`src/gpx_consts.vh`:
```
// register offsets, field positions and reset values of the port bank
`ifndef GPX_CONSTS_VH
`define GPX_CONSTS_VH

// register byte offsets
`define GPX_OFS_DOUT 8'h00
`define GPX_OFS_DIR 8'h04
`define GPX_OFS_DIN 8'h08
`define GPX_OFS_FUNC 8'h0c
`define GPX_OFS_IEN 8'h10
`define GPX_OFS_POL 8'h14
`define GPX_OFS_STAT 8'h18
`define GPX_OFS_CLR 8'h1c

// function select bits
`define GPX_FUNC_HP_GPIO 0
`define GPX_FUNC_CK6_GPIO 1
`define GPX_FUNC_CK4_GPIO 2

// status / enable layout
`define GPX_STAT_NMI 0
`define GPX_EXT_LSB 4
`define GPX_EXT_MSB 7

// reset values
`define GPX_RST_DOUT 16'h0000
`define GPX_RST_DIR 16'h0000
`define GPX_RST_FUNC 3'h0
`define GPX_RST_IEN 4'h0
`define GPX_RST_POL 4'h0

// divider ratios of the clock output pins
`define GPX_DIV6 6
`define GPX_DIV4 4

`endif

```
`src/gpx_sync_edge.v`:
```
// two-flop synchroniser with selectable-polarity edge detector
`timescale 1ns/1ps
module gpx_sync_edge (
  input wire clk,
  input wire rstn,
  input wire din,
  input wire pol,
  output wire level,
  output reg edge_evt
);
  ////////////////////////////////////////////////////////////////////////
  // first stage only feeds second stage (metastability guard)
  reg sync_a;
  // second stage, the usable synchronous level
  reg sync_b;
  // previous level for edge compare
  reg sync_c;
  // fills with ones after reset; its reset zero in sync_c would fake a
  // rising edge on a pulled-up pin, so edges count only once it is real
  reg [2:0] prime;

  // shift the pin through the stages
  always @(posedge clk or negedge rstn) begin
    if (!rstn) begin
      sync_a <= 1'b0;
      sync_b <= 1'b0;
      sync_c <= 1'b0;
      prime <= 3'h0;
    end else begin
      sync_a <= din;
      sync_b <= sync_a;
      sync_c <= sync_b;
      prime <= {prime[1:0], 1'b1};
    end
  end

  assign level = sync_b;

  ////////////////////////////////////////////////////////////////////////
  // one pulse per qualifying edge; pol low picks rising, high picks falling
  // single event per edge
  always @(posedge clk or negedge rstn) begin
    if (!rstn) begin
      edge_evt <= 1'b0;
    end else if (!prime[2]) begin
      // no compare until sync_c holds a sampled pin level
      edge_evt <= 1'b0;
    end else if (pol) begin
      edge_evt <= sync_c & ~sync_b;
    end else begin
      edge_evt <= ~sync_c & sync_b;
    end
  end
endmodule // gpx_sync_edge

```
`src/gpx_pins.v`:
```
// pin logic of the general-purpose port bank with external interrupts
//
// Function
// nmi raised on rising input edge
// shared pins are gpio or interrupt input
// after reset shared pins are inputs
// enable bits 7..4 make edge interrupt
// per-line polarity in bits 3..0
// host data pins or port bits 15..8
// bit 2 pin drives clock/6 by default
// bit 1 pin drives clock/4 by default
// synchronised, one event per edge
`timescale 1ns/1ps
`include "gpx_consts.vh"
module gpx_pins #(
  parameter AW = 8,
  parameter DW = 16,
  parameter DIV6 = `GPX_DIV6,
  parameter DIV4 = `GPX_DIV4
) (
  input wire clk,
  input wire rstn,
  // register port
  input wire [AW-1:0] reg_addr,
  input wire [DW-1:0] reg_wdata,
  input wire reg_wr,
  input wire reg_rd,
  output reg [DW-1:0] reg_rdata,
  // port pins
  input wire [15:0] pin_in,
  output reg [15:0] pin_out,
  output reg [15:0] pin_oe,
  // nonmaskable interrupt pin
  input wire nmi_pin,
  // host port side of the shared data pins (same clock)
  input wire [7:0] host_port_data_out,
  input wire [7:0] host_port_data_oe,
  output reg [7:0] host_port_data_in,
  // events toward the core
  output reg nmi_evt,
  output reg [3:0] ext_irq_evt,
  output reg irq
);
  ////////////////////////////////////////////////////////////////////////
  // registers
  reg [15:0] port_dout; // output latch of the port
  reg [15:0] port_dir; // 1 = drive pin
  reg [2:0] pin_func; // alternate function release bits
  reg [3:0] irq_enable_reg; // enable bits 7..4 of the layout
  reg [3:0] ext_irq_polarity_reg; // 0 rising, 1 falling
  reg [3:0] ext_stat; // sticky external events
  reg nmi_stat; // sticky nmi event
  reg [2:0] div6_cnt; // divide-by-six phase
  reg [1:0] div4_cnt; // divide-by-four phase
  reg clk_div6_out; // divided clock, three high, three low
  reg clk_div4_out; // divided clock, two high, two low
  wire [15:0] pin_level; // synchronised pin levels
  wire [15:0] pin_edge; // qualified edges per pin
  wire [15:0] pin_pol; // polarity per pin
  wire nmi_rise; // rising edge of nmi
  wire hp_mode; // high while host port owns 15..8
  wire ck6_mode; // high while bit 2 carries clock/6
  wire ck4_mode; // high while bit 1 carries clock/4
  wire wr_dout;
  wire wr_dir;
  wire wr_func;
  wire wr_ien;
  wire wr_pol;
  wire wr_clr;
  reg [15:0] next_pin_out;
  reg [15:0] next_pin_oe;
  reg [DW-1:0] next_rdata;
  reg [3:0] next_ext_stat;
  reg next_nmi_stat;

  ////////////////////////////////////////////////////////////////////////
  // write decode
  // a write lands on the edge that samples the strobe, no wait states
  assign wr_dout = reg_wr && (reg_addr == `GPX_OFS_DOUT);
  assign wr_dir = reg_wr && (reg_addr == `GPX_OFS_DIR);
  assign wr_func = reg_wr && (reg_addr == `GPX_OFS_FUNC);
  assign wr_ien = reg_wr && (reg_addr == `GPX_OFS_IEN);
  assign wr_pol = reg_wr && (reg_addr == `GPX_OFS_POL);
  assign wr_clr = reg_wr && (reg_addr == `GPX_OFS_CLR);

  // release bits low keep the alternate functions, the reset default
  assign hp_mode = ~pin_func[`GPX_FUNC_HP_GPIO];
  assign ck6_mode = ~pin_func[`GPX_FUNC_CK6_GPIO];
  assign ck4_mode = ~pin_func[`GPX_FUNC_CK4_GPIO];

  ////////////////////////////////////////////////////////////////////////
  // software registers
  // inputs after reset
  always @(posedge clk or negedge rstn) begin
    if (!rstn) begin
      port_dout <= `GPX_RST_DOUT;
      port_dir <= `GPX_RST_DIR;
      pin_func <= `GPX_RST_FUNC;
      irq_enable_reg <= `GPX_RST_IEN;
      ext_irq_polarity_reg <= `GPX_RST_POL;
    end else begin
      if (wr_dout) begin
        port_dout <= reg_wdata[15:0];
      end
      if (wr_dir) begin
        port_dir <= reg_wdata[15:0];
      end
      if (wr_func) begin
        pin_func <= reg_wdata[2:0];
      end
      // enable bits 7..4
      if (wr_ien) begin
        irq_enable_reg <= reg_wdata[`GPX_EXT_MSB:`GPX_EXT_LSB];
      end
      // polarity bits 3..0
      if (wr_pol) begin
        ext_irq_polarity_reg <= reg_wdata[3:0];
      end
    end
  end

  ////////////////////////////////////////////////////////////////////////
  // pin synchronisers and edge detectors, one per port bit
  // every bit is synchronised, even pins owned by the host port or a
  // divided clock, so the input register always shows the pin level
  // polarity per line
  assign pin_pol = {8'h00, ext_irq_polarity_reg, 4'h0};

  genvar gi;
  generate
    for (gi = 0; gi < 16; gi = gi + 1) begin : g_pin
      gpx_sync_edge u_sync (
        .clk(clk),
        .rstn(rstn),
        .din(pin_in[gi]),
        .pol(pin_pol[gi]),
        .level(pin_level[gi]),
        .edge_evt(pin_edge[gi])
      );
    end
  endgenerate

  // rising edge nmi
  gpx_sync_edge u_nmi_sync (
    .clk(clk),
    .rstn(rstn),
    .din(nmi_pin),
    .pol(1'b0),
    .level(),
    .edge_evt(nmi_rise)
  );

  ////////////////////////////////////////////////////////////////////////
  // clock dividers, free running from reset
  // the clock pins toggle before software touches anything; a pin handed
  // to gpio keeps its divider running, which costs a little power
  // clock over six
  always @(posedge clk or negedge rstn) begin
    if (!rstn) begin
      div6_cnt <= 3'h0;
      clk_div6_out <= 1'b0;
    end else begin
      if (div6_cnt == DIV6 - 1) begin
        div6_cnt <= 3'h0;
      end else begin
        div6_cnt <= div6_cnt + 3'h1;
      end
      // high for the first half of each period, even duty for even ratios
      clk_div6_out <= (div6_cnt < DIV6 / 2);
    end
  end

  // clock over four
  always @(posedge clk or negedge rstn) begin
    if (!rstn) begin
      div4_cnt <= 2'h0;
      clk_div4_out <= 1'b0;
    end else begin
      if (div4_cnt == DIV4 - 1) begin
        div4_cnt <= 2'h0;
      end else begin
        div4_cnt <= div4_cnt + 2'h1;
      end
      clk_div4_out <= (div4_cnt < DIV4 / 2);
    end
  end

  ////////////////////////////////////////////////////////////////////////
  // pin output mux
  always @* begin
    // plain gpio by default
    next_pin_out = port_dout;
    next_pin_oe = port_dir;
    // host port owns 15..8
    if (hp_mode) begin
      next_pin_out[15:8] = host_port_data_out;
      next_pin_oe[15:8] = host_port_data_oe;
    end
    // bit 2 clock
    if (ck6_mode) begin
      next_pin_out[2] = clk_div6_out;
      next_pin_oe[2] = 1'b1;
    end
    // bit 1 clock
    if (ck4_mode) begin
      next_pin_out[1] = clk_div4_out;
      next_pin_oe[1] = 1'b1;
    end
    // later assignments win, so the input-only rule overrides the direction
    // interrupt lines input-only
    next_pin_oe[`GPX_EXT_MSB:`GPX_EXT_LSB] = port_dir[`GPX_EXT_MSB:`GPX_EXT_LSB] &
                                             ~irq_enable_reg;
  end

  // registered pins; one cycle of latency keeps outputs glitch free
  always @(posedge clk or negedge rstn) begin
    if (!rstn) begin
      pin_out <= 16'h0000;
      pin_oe <= 16'h0000;
      host_port_data_in <= 8'h00;
    end else begin
      pin_out <= next_pin_out;
      pin_oe <= next_pin_oe;
      host_port_data_in <= pin_level[15:8];
    end
  end

  ////////////////////////////////////////////////////////////////////////
  // sticky status; a new event wins over a clear in the same cycle
  always @* begin
    next_ext_stat = ext_stat;
    next_nmi_stat = nmi_stat;
    if (wr_clr) begin
      next_ext_stat = ext_stat & ~reg_wdata[`GPX_EXT_MSB:`GPX_EXT_LSB];
      next_nmi_stat = nmi_stat & ~reg_wdata[`GPX_STAT_NMI];
    end
    // enabled edges only
    next_ext_stat = next_ext_stat | (pin_edge[`GPX_EXT_MSB:`GPX_EXT_LSB] & irq_enable_reg);
    // nmi has no enable bit, so its flag feeds irq straight
    // nmi ignores enables
    next_nmi_stat = next_nmi_stat | nmi_rise;
  end

  // status flops and event outputs
  always @(posedge clk or negedge rstn) begin
    if (!rstn) begin
      ext_stat <= 4'h0;
      nmi_stat <= 1'b0;
      ext_irq_evt <= 4'h0;
      nmi_evt <= 1'b0;
      irq <= 1'b0;
    end else begin
      ext_stat <= next_ext_stat;
      nmi_stat <= next_nmi_stat;
      // one pulse per edge
      ext_irq_evt <= pin_edge[`GPX_EXT_MSB:`GPX_EXT_LSB] & irq_enable_reg;
      nmi_evt <= nmi_rise;
      // irq takes the next flag values, so it rises with the status bit
      // and drops on the edge that lands the clear; nmi cannot be masked
      irq <= (|(next_ext_stat & irq_enable_reg)) | next_nmi_stat;
    end
  end

  ////////////////////////////////////////////////////////////////////////
  // read mux; unmapped and write-only offsets read zero
  always @* begin
    next_rdata = {DW{1'b0}};
    case (reg_addr)
      `GPX_OFS_DOUT: begin
        next_rdata[15:0] = port_dout;
      end
      `GPX_OFS_DIR: begin
        next_rdata[15:0] = port_dir;
      end
      `GPX_OFS_DIN: begin
        next_rdata[15:0] = pin_level;
      end
      `GPX_OFS_FUNC: begin
        next_rdata[2:0] = pin_func;
      end
      `GPX_OFS_IEN: begin
        next_rdata[`GPX_EXT_MSB:`GPX_EXT_LSB] = irq_enable_reg;
      end
      `GPX_OFS_POL: begin
        next_rdata[3:0] = ext_irq_polarity_reg;
      end
      `GPX_OFS_STAT: begin
        next_rdata[`GPX_EXT_MSB:`GPX_EXT_LSB] = ext_stat;
        next_rdata[`GPX_STAT_NMI] = nmi_stat;
      end
      default: begin
        next_rdata = {DW{1'b0}};
      end
    endcase
  end

  // read data stand only in the cycle after the strobe
  always @(posedge clk or negedge rstn) begin
    if (!rstn) begin
      reg_rdata <= {DW{1'b0}};
    end else if (reg_rd) begin
      reg_rdata <= next_rdata;
    end else begin
      reg_rdata <= {DW{1'b0}};
    end
  end
endmodule // gpx_pins

```
`config.mk`:
```
export PLATFORM = sky130hd
export DESIGN_NAME = gpx_pins
export DESIGN_NICKNAME = d
export VERILOG_FILES = /design/src/gpx_sync_edge.v /design/src/gpx_pins.v
export VERILOG_INCLUDE_DIRS = /design/src
export SDC_FILE = /design/constraint.sdc
export NUM_CORES = 1
export LEC_CHECK = 0
export BUFFER_PORTS_ARGS = -buffer_cell sky130_fd_sc_hd__buf_4
export CORE_ASPECT_RATIO = 1.4
export CORE_UTILIZATION = 50
export CTS_BUF_LIST = sky130_fd_sc_hd__clkbuf_2 sky130_fd_sc_hd__clkbuf_4 sky130_fd_sc_hd__clkbuf_8
export DETAILED_ROUTE_END_ITERATION = 12
export PLACE_DENSITY_LB_ADDON = 0.15
export SYNTH_ARGS = -nofsm -noshare
export SYNTH_HDL_FRONTEND = slang
export SYNTH_HIERARCHICAL = 1
export SYNTH_SLANG_ARGS = --single-unit
```
`constraint.sdc`:
```
create_clock -name clk -period 1.95 [get_ports clk]
set_input_delay 0.0975 -clock clk [delete_from_list [all_inputs] [get_ports clk]]
set_output_delay 0.0975 -clock clk [all_outputs]
set_load 0.05 [all_outputs]
```
-- Word-level counts from Yosys, hierarchy flattened
Index checks and enable logic that the tools add are counted.
- register bits: 176
- input bits: 61
- output and inout port bits: 62
- logic and storage cells: 142
- add/subtract/negate cells: 2
- magnitude comparators: 2
- eq/ne operators: 9
- muxes and demuxes: 25
- bitwise operators: 29
- reductions and logical operators: 8
- operators by type and width (kind ; count):
    $eq A8 B5 Y1 const B ; 4
    $pmux W8 S3 ; 1
    $pmux W4 S5 ; 1
    $and A4 B4 Y4 ; 4
    $eq A8 B4 Y1 const B ; 2
    $mux W16 ; 1
    $mux W8 ; 2
    $mux W1 ; 14
    $and A1 B1 Y1 ; 10
    $not A1 Y1 ; 10
    $pmux W2 S5 ; 1
    $eq A8 B3 Y1 const B ; 1
    $logic_not A8 Y1 ; 1
    $not A4 Y4 ; 2
    $logic_and A1 B1 Y1 ; 6
    $pmux W1 S6 ; 1
    $mux W4 ; 1
    $or A4 B4 Y4 ; 1
    $pmux W1 S4 ; 1
    $reduce_or A4 Y1 ; 1
    $add A3 B1 Y3 const B ; 1
    $eq A3 B3 Y1 const B ; 1
    $lt A3 B2 Y1 const B ; 1
    $mux W3 ; 1
    5 further kinds ; 6

-- Logic depth before layout (Yosys ltp)
Gate-level depths: netlist of run 1.
- depth in word-level cells: 7
- gate-level depth with buffers: 6
- depth with buffers taken out: 4

-- By module
Netlist of run 1, hierarchy kept.
- modules (own cells, without submodules) (module ; times used ; cells an instance ; area an instance (um^2) ; sequential area each (um^2)):
    gpx_pins ; 1 ; 325 ; 4665.7 ; 2927.8
    gpx_sync_edge ; 17 ; 11 ; 202.7 ; 175.2

-- Worst setup path after synthesis of run 1
No wires, ideal clock.
- path kind: input port to flip-flop
- start point: in reg_addr[5]
- end point: reg port_dout[0]
- setup time: 125 ps
- data arrival time: 1446 ps
- required time: 1825 ps
- slack: 379 ps
- stages on the path: 5
- buffers on the path: 1
- path through: or3_4 nor4_4 nand2_4 buf_6 mux2_4
- word-level cells in the longest chain between the ends: 2
- RTL lines (item ; line ; text):
    start: declaration ; gpx_pins.v:24 ; input wire [AW-1:0] reg_addr,
    $logic_not A8 Y1 ; - ;
    $logic_and A1 B1 Y1 ; gpx_pins.v:79 ; assign wr_dout = reg_wr && (reg_addr == `GPX_OFS_DOUT);
    end signal: assignment ; gpx_pins.v:96 ; port_dout <= `GPX_RST_DOUT;
    end signal: assignment ; gpx_pins.v:103 ; port_dout <= reg_wdata[15:0];
    end: declaration ; gpx_pins.v:46 ; reg [15:0] port_dout;
No other way between the ends.
A chain may end at the register's enable or synchronous reset.

-- Final worst setup path of run 1
- start point: in reg_addr[4]
- end point: reg port_dout[8]
The elaborated chain is that of the path after synthesis.

==> results.json, run 1 <==
{
  "period_share_pct": 84.4,
  "first_pass_iters": 4,
  "cap_viol_max_count": 0,
  "worstReg2RegEnd": "reg_rdata[0]",
  "cts.sinks": 176,
  "cts_resized": 0,
  "reg2reg_setup_slack_ps": 540,
  "hp-start": "reg_addr[2]",
  "hold_ws_ps": 89.5,
  "ir_worst_vdd_v": 0.000499,
  "avgRoutedWirePerCell_um": 16.4,
  "hold_viol": 0,
  "place_ws_ps": 147,
  "rsz0062_at_grt": "no",
  "ys_warn_count": 6,
  "port_buffers": 122,
  "slew_violations": 0,
  "clock_path_buffers": 2,
  "tns_ps": 0,
  "layout_common_cells": "dfrtp_1, buf_4, dlygate4sd3_1",
  "gp_congestion": 0.817,
  "setup_viol": 0,
  "n_fill_cell": 898,
  "worst_slack_ps": 304,
  "via_per_inst": 5.09,
  "fp.dieW_um": 96.7,
  "final_cell_area_mm2": 0.00835,
  "initial_utilization_pct": 51.0,
  "powerDensity_mw_per_mm2": 866,
  "clock_latency_ps": 430,
  "dp_hpwl_um": 8280,
  "grt_pass1_wl_um": 20200,
  "finalWirelength_um": 12400,
  "antenna_left": 0,
  "die_area_mm2": 0.0130,
  "grt_max_degree": 63,
  "synth_cells": 404,
  "hold_class": "in2reg",
  "cts_htree_levels": 4,
  "leakage_nw": 4.10,
  "area_delta_synth_final_pct": 33.0,
  "drive_above_1_share_pct": 39.3,
  "die-height_um": 135,
  "drt_iter0_drc": 213,
  "vias": 3850,
  "avgSynthCellArea_um2": 15.5,
  "grt_overflow": 0,
  "antennaDiodeCount": 0,
  "cp-start-kind": "input port",
  "crit_fanout": 16,
  "crit_type": "in2reg",
  "coreArea_mm2": 0.0123,
  "grt_usage_pct": 20.3,
  "rows": 48,
  "arrival_ps": 1960,
  "reg2reg_from": "pin_func[0]",
  "max_clock_freq_ghz": 0.607,
  "slew_headroom_pct": 47.5,
  "clock_skew_ps": 10.9,
  "drc": 0,
  "layout_commonest_cell": "dfrtp_1",
  "root_buffer": "clkbuf_8",
  "endpoint": "port_dout[8]",
  "status": "complete, no violations",
  "worstMarginPinSlew_ps": 788,
  "nNetsFinal": 655,
  "top_level_ports": 123,
  "grt_pass1_vias": 3954,
  "fin_crit_ps": 1650,
  "placed_area_mm2": 0.00742,
  "synthesis.area_mm2": 0.00628,
  "cp-startpoint": "reg_addr[4]",
  "cts_tree": "yes",
  "reg2regPathDepth": 2,
  "antenna_found_initial": 0,
  "cts.reportedPaths.clkPinSlew_ps": 80,
  "end_kind": "flop",
  "cts_buffers": 17,
  "worst_ep_required_time_ps": 2260
}
worst min-delay path by stage:
stage                                 endpoint  cells after the start
after floorplan                   clk_div4_out                      0
after global placement    host_port_data_in[5]                      1
after detailed placement           pin_out[14]                      1
after CTS                         reg_rdata[3]                      4
after global routing              reg_rdata[3]                      4
final                             reg_rdata[3]                      4
report_power, final:
group / internal [mW] / switching [mW]
logic: 0.349 / 0.378
registers: 3.80 / 0.0980
clock network: 1.36 / 1.25
layout make-up:
type | count | area (um^2) | area share (%)
clock inverters | 12 | 158 | 1.89
multi-input cells | 211 | 1790 | 21.5
clock buffers | 20 | 269 | 3.22
well taps | 150 | 188 | 2.25
flip-flops and latches | 176 | 4400 | 52.7
inverters | 5 | 18.8 | 0.225
repair buffers | 182 | 1520 | 18.2
metal layers:
metal	share of wire, %	up-vias	GRT usage [%]
met2	53	100	34.7
met3	3.2	12	4.40
met4	1.6	0	8.04
li1	-	1777	-
met5	0	-	0
met1	42	1961	25.3
stage by stage:
stage | util, % | power, mW | cells
2_1_floorplan | - | 4.30 | 405
3_3_place_gp | 60.2 | 4.61 | 673
3_5_place_dp | 60.2 | 4.63 | 673
4_1_cts | 67.9 | 7.32 | 756
5_1_grt | 67.9 | 7.53 | 756
6_report | 67.9 | 7.23 | 756
worst max-delay path, cell delays in order:
cell	delay, ps
dlygate4sd3_1	530
buf_4	210
nor4_4	450
nand2_4	290
mux2_4	370
what timing repair did:
item                      in CTS  in global routing
setup buffers                  0                  0
hold buffers                  51                  0
hold endpoints to repair     167                  0
Power figures use the tool's default switching activity.
==> inputs of run 2 (changes only) <==
==> constraint.sdc (replaced) <==
create_clock -name clk -period 1.6 [get_ports clk]
set_input_delay 0.08 -clock clk [delete_from_list [all_inputs] [get_ports clk]]
set_output_delay 0.08 -clock clk [all_outputs]
set_load 0.05 [all_outputs]
==> run 2 against run 1 <==
Against the previous run: worst setup slack worse by 270 ps; via count up 1.3%; sequential power grew 22%; register-to-register slack lost 290 ps; combinational power rose by 25%; highest routed layer unchanged.
==> results.json, run 2 (synthesized netlist as in run 1, its figures left out) <==
{
  "grt_max_degree": 51,
  "top_level_ports": 123,
  "clock_latency_ps": 450,
  "dp_hpwl_um": 8670,
  "cp-start-kind": "input port",
  "ir_worst_vdd_v": 0.000584,
  "antenna_found_initial": 0,
  "final_cell_area_mm2": 0.00837,
  "postCtsSetupBuffers": 0,
  "cts_tree": "yes",
  "tns_ps": 0,
  "end_kind": "flop",
  "layout_commonest_cell": "dfrtp_1",
  "clock_skew_ps": 12.7,
  "worst_ep_required_time_ps": 1930,
  "rsz0062_at_grt": "no",
  "hp-start": "reg_addr[2]",
  "layout_common_cells": "dfrtp_1, buf_4, dlygate4sd3_1",
  "rows": 48,
  "slew_violations": 0,
  "status": "complete, no violations",
  "cts_resized": 0,
  "cts_hold_buf": 51,
  "drc": 0,
  "clock_path_buffers": 2,
  "crit_fanout": 16,
  "cts_buffers": 17,
  "area_delta_synth_final_pct": 33.3,
  "first_pass_iters": 4,
  "cts.sinks": 176,
  "root_buffer": "clkbuf_8",
  "gp_congestion": 0.805,
  "initial_utilization_pct": 51.0,
  "drive_above_1_share_pct": 40.2,
  "grt_usage_pct": 21.2,
  "placed_area_mm2": 0.00750,
  "arrival_ps": 1900,
  "drt_iter0_drc": 158,
  "crit_type": "in2reg",
  "avgRoutedWirePerCell_um": 16.8,
  "setup_viol": 0,
  "cts.reportedPaths.clkPinSlew_ps": 80,
  "cap_viol_max_count": 0,
  "period_share_pct": 98.1,
  "port_buffers": 122,
  "antenna_left": 0,
  "grt_overflow": 0,
  "max_clock_freq_ghz": 0.637,
  "nNetsFinal": 664,
  "fin_crit_ps": 1570,
  "worstMarginPinSlew_ps": 505,
  "fin_util_pct": 68.0,
  "coreArea_mm2": 0.0123,
  "via_per_inst": 5.10,
  "hold_class": "in2reg",
  "cts_htree_levels": 4,
  "fp.dieW_um": 96.7,
  "slew_headroom_pct": 66.3,
  "powerDensity_mw_per_mm2": 1010,
  "die_area_mm2": 0.0130,
  "hold_viol": 0,
  "finalWirelength_um": 12900,
  "cp-startpoint": "reg_addr[4]",
  "vias": 3900,
  "grt_pass1_vias": 4132,
  "grt_pass1_wl_um": 21000,
  "die-height_um": 135,
  "reg2reg_from": "ext_stat[0]",
  "antennaDiodeCount": 0,
  "leakage_nw": 4.13
}
==> run 2: cell types whose count changed in the layout (fill, tap and decap cells not counted), sizes merged <==
cell      delta
clkbuf       -1
buf          +9
clkinvlp     -2
clkinv       +2
bufinv       -3
inv          +4
==> run 2: where the power goes <==
part | switching (mW) | leakage (nW) | internal (mW)
Combinational | 0.472 | 1.72 | 0.440
Clock | 1.61 | 0.188 | 1.19
Sequential | 0.113 | 2.23 | 4.64
==> run 2: metrics by stage <==
stage	instances	worst slack, ps	power [mW]	hold WS (ps)
after global routing	765	14.7	8.83	49.4
after global placement	682	-142	5.63	55.1
after detailed placement	682	-168	5.66	57.2
final	765	30.0	8.45	37.0
after floorplan	405	46.5	5.24	-216
after CTS	765	52.8	8.55	21.2
==> run 2: final timing paths <==
kind,endpoint,slack [ps],cells after the start
max in group asynchronous,port_dout[3],830,3
max reg2reg,irq,250,4
min,reg_rdata[3],40,4
max,port_dout[11],30,6
min in group asynchronous,host_port_data_in[6],130,2
min reg2reg,g_pin[12].u_sync/level,350,0
==> run 2: final cells by class <==
| type | count | area, um^2 |
|---|---|---|
| inverters | 5 | 18.8 |
| clock inverters | 13 | 101 |
| fillers | 880 | 3940 |
| well taps | 150 | 188 |
| flip-flops and latches | 176 | 4400 |
| repair buffers | 191 | 1600 |
| clock buffers | 19 | 262 |
| multi-input cells | 211 | 1790 |
==> run 2: critical path: stages <==
cell,delay (ps)
dlygate4sd3_1,530
buf_4,180
nor4_4,360
buf_4,190
nand2_4,190
mux2_4,360
==> run 2: per-layer routing <==
layer / up-vias / routed length [um] / track usage, %
li1: 1795 / - / -
met1: 1981 / 5310 / 26.4
met2: 112 / 6880 / 36.1
met3: 12 / 438 / 4.09
met4: 0 / 227 / 9.70
met5: - / 0 / 0
==> inputs of run 3 (changes only) <==
--- a/config.mk
+++ b/config.mk
@@ -11,6 +11,7 @@
 export CORE_UTILIZATION = 50
 export CTS_BUF_LIST = sky130_fd_sc_hd__clkbuf_2 sky130_fd_sc_hd__clkbuf_4 sky130_fd_sc_hd__clkbuf_8
 export DETAILED_ROUTE_END_ITERATION = 12
+export HOLD_SLACK_MARGIN = 0.06
 export PLACE_DENSITY_LB_ADDON = 0.15
 export SYNTH_ARGS = -nofsm -noshare
 export SYNTH_HDL_FRONTEND = slang
==> run 3 against run 2 <==
Against the previous run: critical path depth unchanged; clock power about the same; worst setup slack worse by 0.97 ps; power about the same; largest power group unchanged.
==> results.json, run 3 (synthesized netlist as in run 1, its figures left out) <==
{
  "coreArea_mm2": 0.0123,
  "critical_path.most_common_cell": "buf_4",
  "via_per_inst": 5.11,
  "final_cell_area_mm2": 0.00839,
  "gp_congestion": 0.805,
  "first_pass_iters": 4,
  "cap_viol_max_count": 0,
  "swShare_pct": 26.0,
  "clock_power_share_pct": 33.0,
  "hold_ws_ps": 91.2,
  "dp_hpwl_um": 8670,
  "clock_path_buffers": 2,
  "clock_skew_ps": 12.3,
  "area_delta_synth_final_pct": 33.7,
  "slowest_stage": "dlygate4sd3_1",
  "ir_worst_vdd_v": 0.000584,
  "postCtsSetupBuffers": 0,
  "p_total_mw": 8.46,
  "worst_ep_required_time_ps": 1930,
  "rows": 48,
  "setup_viol": 0,
  "die_area_mm2": 0.0130,
  "path_buf_inv": 3,
  "powerDensity_mw_per_mm2": 1010,
  "hold_class": "in2reg",
  "crit_type": "in2reg",
  "drt_iter0_drc": 163,
  "cts.sinks": 176,
  "max_clock_freq_ghz": 0.637,
  "p_comb_share_pct": 10.8,
  "nNetsFinal": 666,
  "antenna_left": 0,
  "internal-power_mw": 6.27,
  "rsz0062_at_grt": "no",
  "initial_utilization_pct": 51.0,
  "antenna_found_initial": 0,
  "slew_headroom_pct": 66.3,
  "avgRoutedWirePerCell_um": 16.8,
  "grt_pass1_vias": 4139,
  "crit_family": "buffers and inverters",
  "period_share_pct": 98.2,
  "cts_tree": "yes",
  "vias": 3917,
  "worstMarginPinSlew_ps": 506,
  "cts.reportedPaths.clkPinSlew_ps": 80,
  "cts_buffers": 17,
  "worst_slack_ps": 29.0,
  "grt_usage_pct": 21.2,
  "place_ws_ps": -168,
  "cts_htree_levels": 4,
  "wl_met3_um": 499,
  "leakage_nw": 4.14,
  "arrival_ps": 1900,
  "clock_latency_ps": 450,
  "cp-start-kind": "input port",
  "grt_pass1_wl_um": 21000,
  "port_buffers": 122,
  "antennaDiodeCount": 0,
  "wl_met1_um": 5240,
  "crit_fanout": 16,
  "drive_above_1_share_pct": 40.2,
  "p_seq_share_pct": 56.1,
  "die-height_um": 135,
  "fp.dieW_um": 96.7,
  "finalWirelength_um": 12900,
  "layout_commonest_cell": "dfrtp_1",
  "fin_crit_ps": 1570,
  "hold_viol": 0,
  "root_buffer": "clkbuf_8",
  "top_level_ports": 123,
  "status": "complete, no violations",
  "crit_chain": "dlygate4sd3_1 > buf_4 > nor4_4 > buf_4 > nand2_4 > mux2_4",
  "grt_overflow": 0,
  "slew_violations": 0,
  "top_layer_used": "met4",
  "p_switching_mw": 2.20,
  "placed_area_mm2": 0.00750,
  "grt_max_degree": 51,
  "slowest_delay_ps": 530,
  "met2_length_um": 6850,
  "end_kind": "flop",
  "drc": 0,
  "layout_common_cells": "dfrtp_1, buf_4, dlygate4sd3_1"
}
## run 3: changes by cell type in the layout (fill, tap and decap cells not counted)
cell           before  now
dlygate4sd3_1      51   53
nor2b_2             0    1
nor2b_1             9    8
## run 3: stage by stage
stage | TNS (ps) | utilization, % | instances
3_3_place_gp | -3100 | 60.9 | 682
5_1_grt | 0 | 68.2 | 767
6_report | 0 | 68.2 | 767
3_5_place_dp | -4270 | 60.9 | 682
4_1_cts | 0 | 68.2 | 767
2_1_floorplan | 0 | - | 405
## run 3: worst register-to-register path: cells and delay by family, from the launching register on
family / cells / cell delay, ps
AND/OR/NAND/NOR: 2 / 420
flip-flops: 1 / 410
AO/OA/AOI/OAI: 2 / 400
## run 3: power by group through the flow
stage                     Clock [mW]  Sequential, mW  Combinational (mW)
after floorplan                    0            4.98               0.252
after detailed placement           0            4.84               0.822
after global placement             0            4.83               0.805
final                           2.79            4.75               0.917
after global routing            3.07            4.78               0.987
after CTS                       2.87            4.75               0.929
## run 3: worst paths after layout
check,startpoint,endpoint,slack [ps],cells after the start
hold reg to reg,g_pin[12].u_sync/sync_a,g_pin[12].u_sync/level,350,0
max in group asynchronous,rstn,port_dout[3],830,3
hold / removal,reg_addr[3],reg_rdata[0],90,3
setup reg to reg,ext_stat[0],irq,250,4
setup / recovery,reg_addr[4],port_dout[11],30,6
min in group asynchronous,rstn,host_port_data_in[6],130,2
## run 3: layout make-up
| class | count | area (um^2) |
|---|---|---|
| sequential | 176 | 4400 |
| multi-input combinational | 211 | 1800 |
| fill | 877 | 3920 |
| inverter | 5 | 18.8 |
| clock inverter | 13 | 101 |
| tap | 150 | 188 |
| clock buffer | 19 | 262 |
| timing repair buffer | 193 | 1620 |
## run 3: what timing repair did
action	CTS	global route
hold buffers	53	0
gates resized for setup	0	1
endpoints found under the setup margin	0	4
hold endpoints to repair	273	0
## run 3: per-layer routing
metal  vias to the layer above  global-route usage [%]
met5                         -                       0
met4                         0                    9.70
met3                        16                    4.09
met2                       119                    36.1
met1                      1983                    26.5
li1                       1799                       -
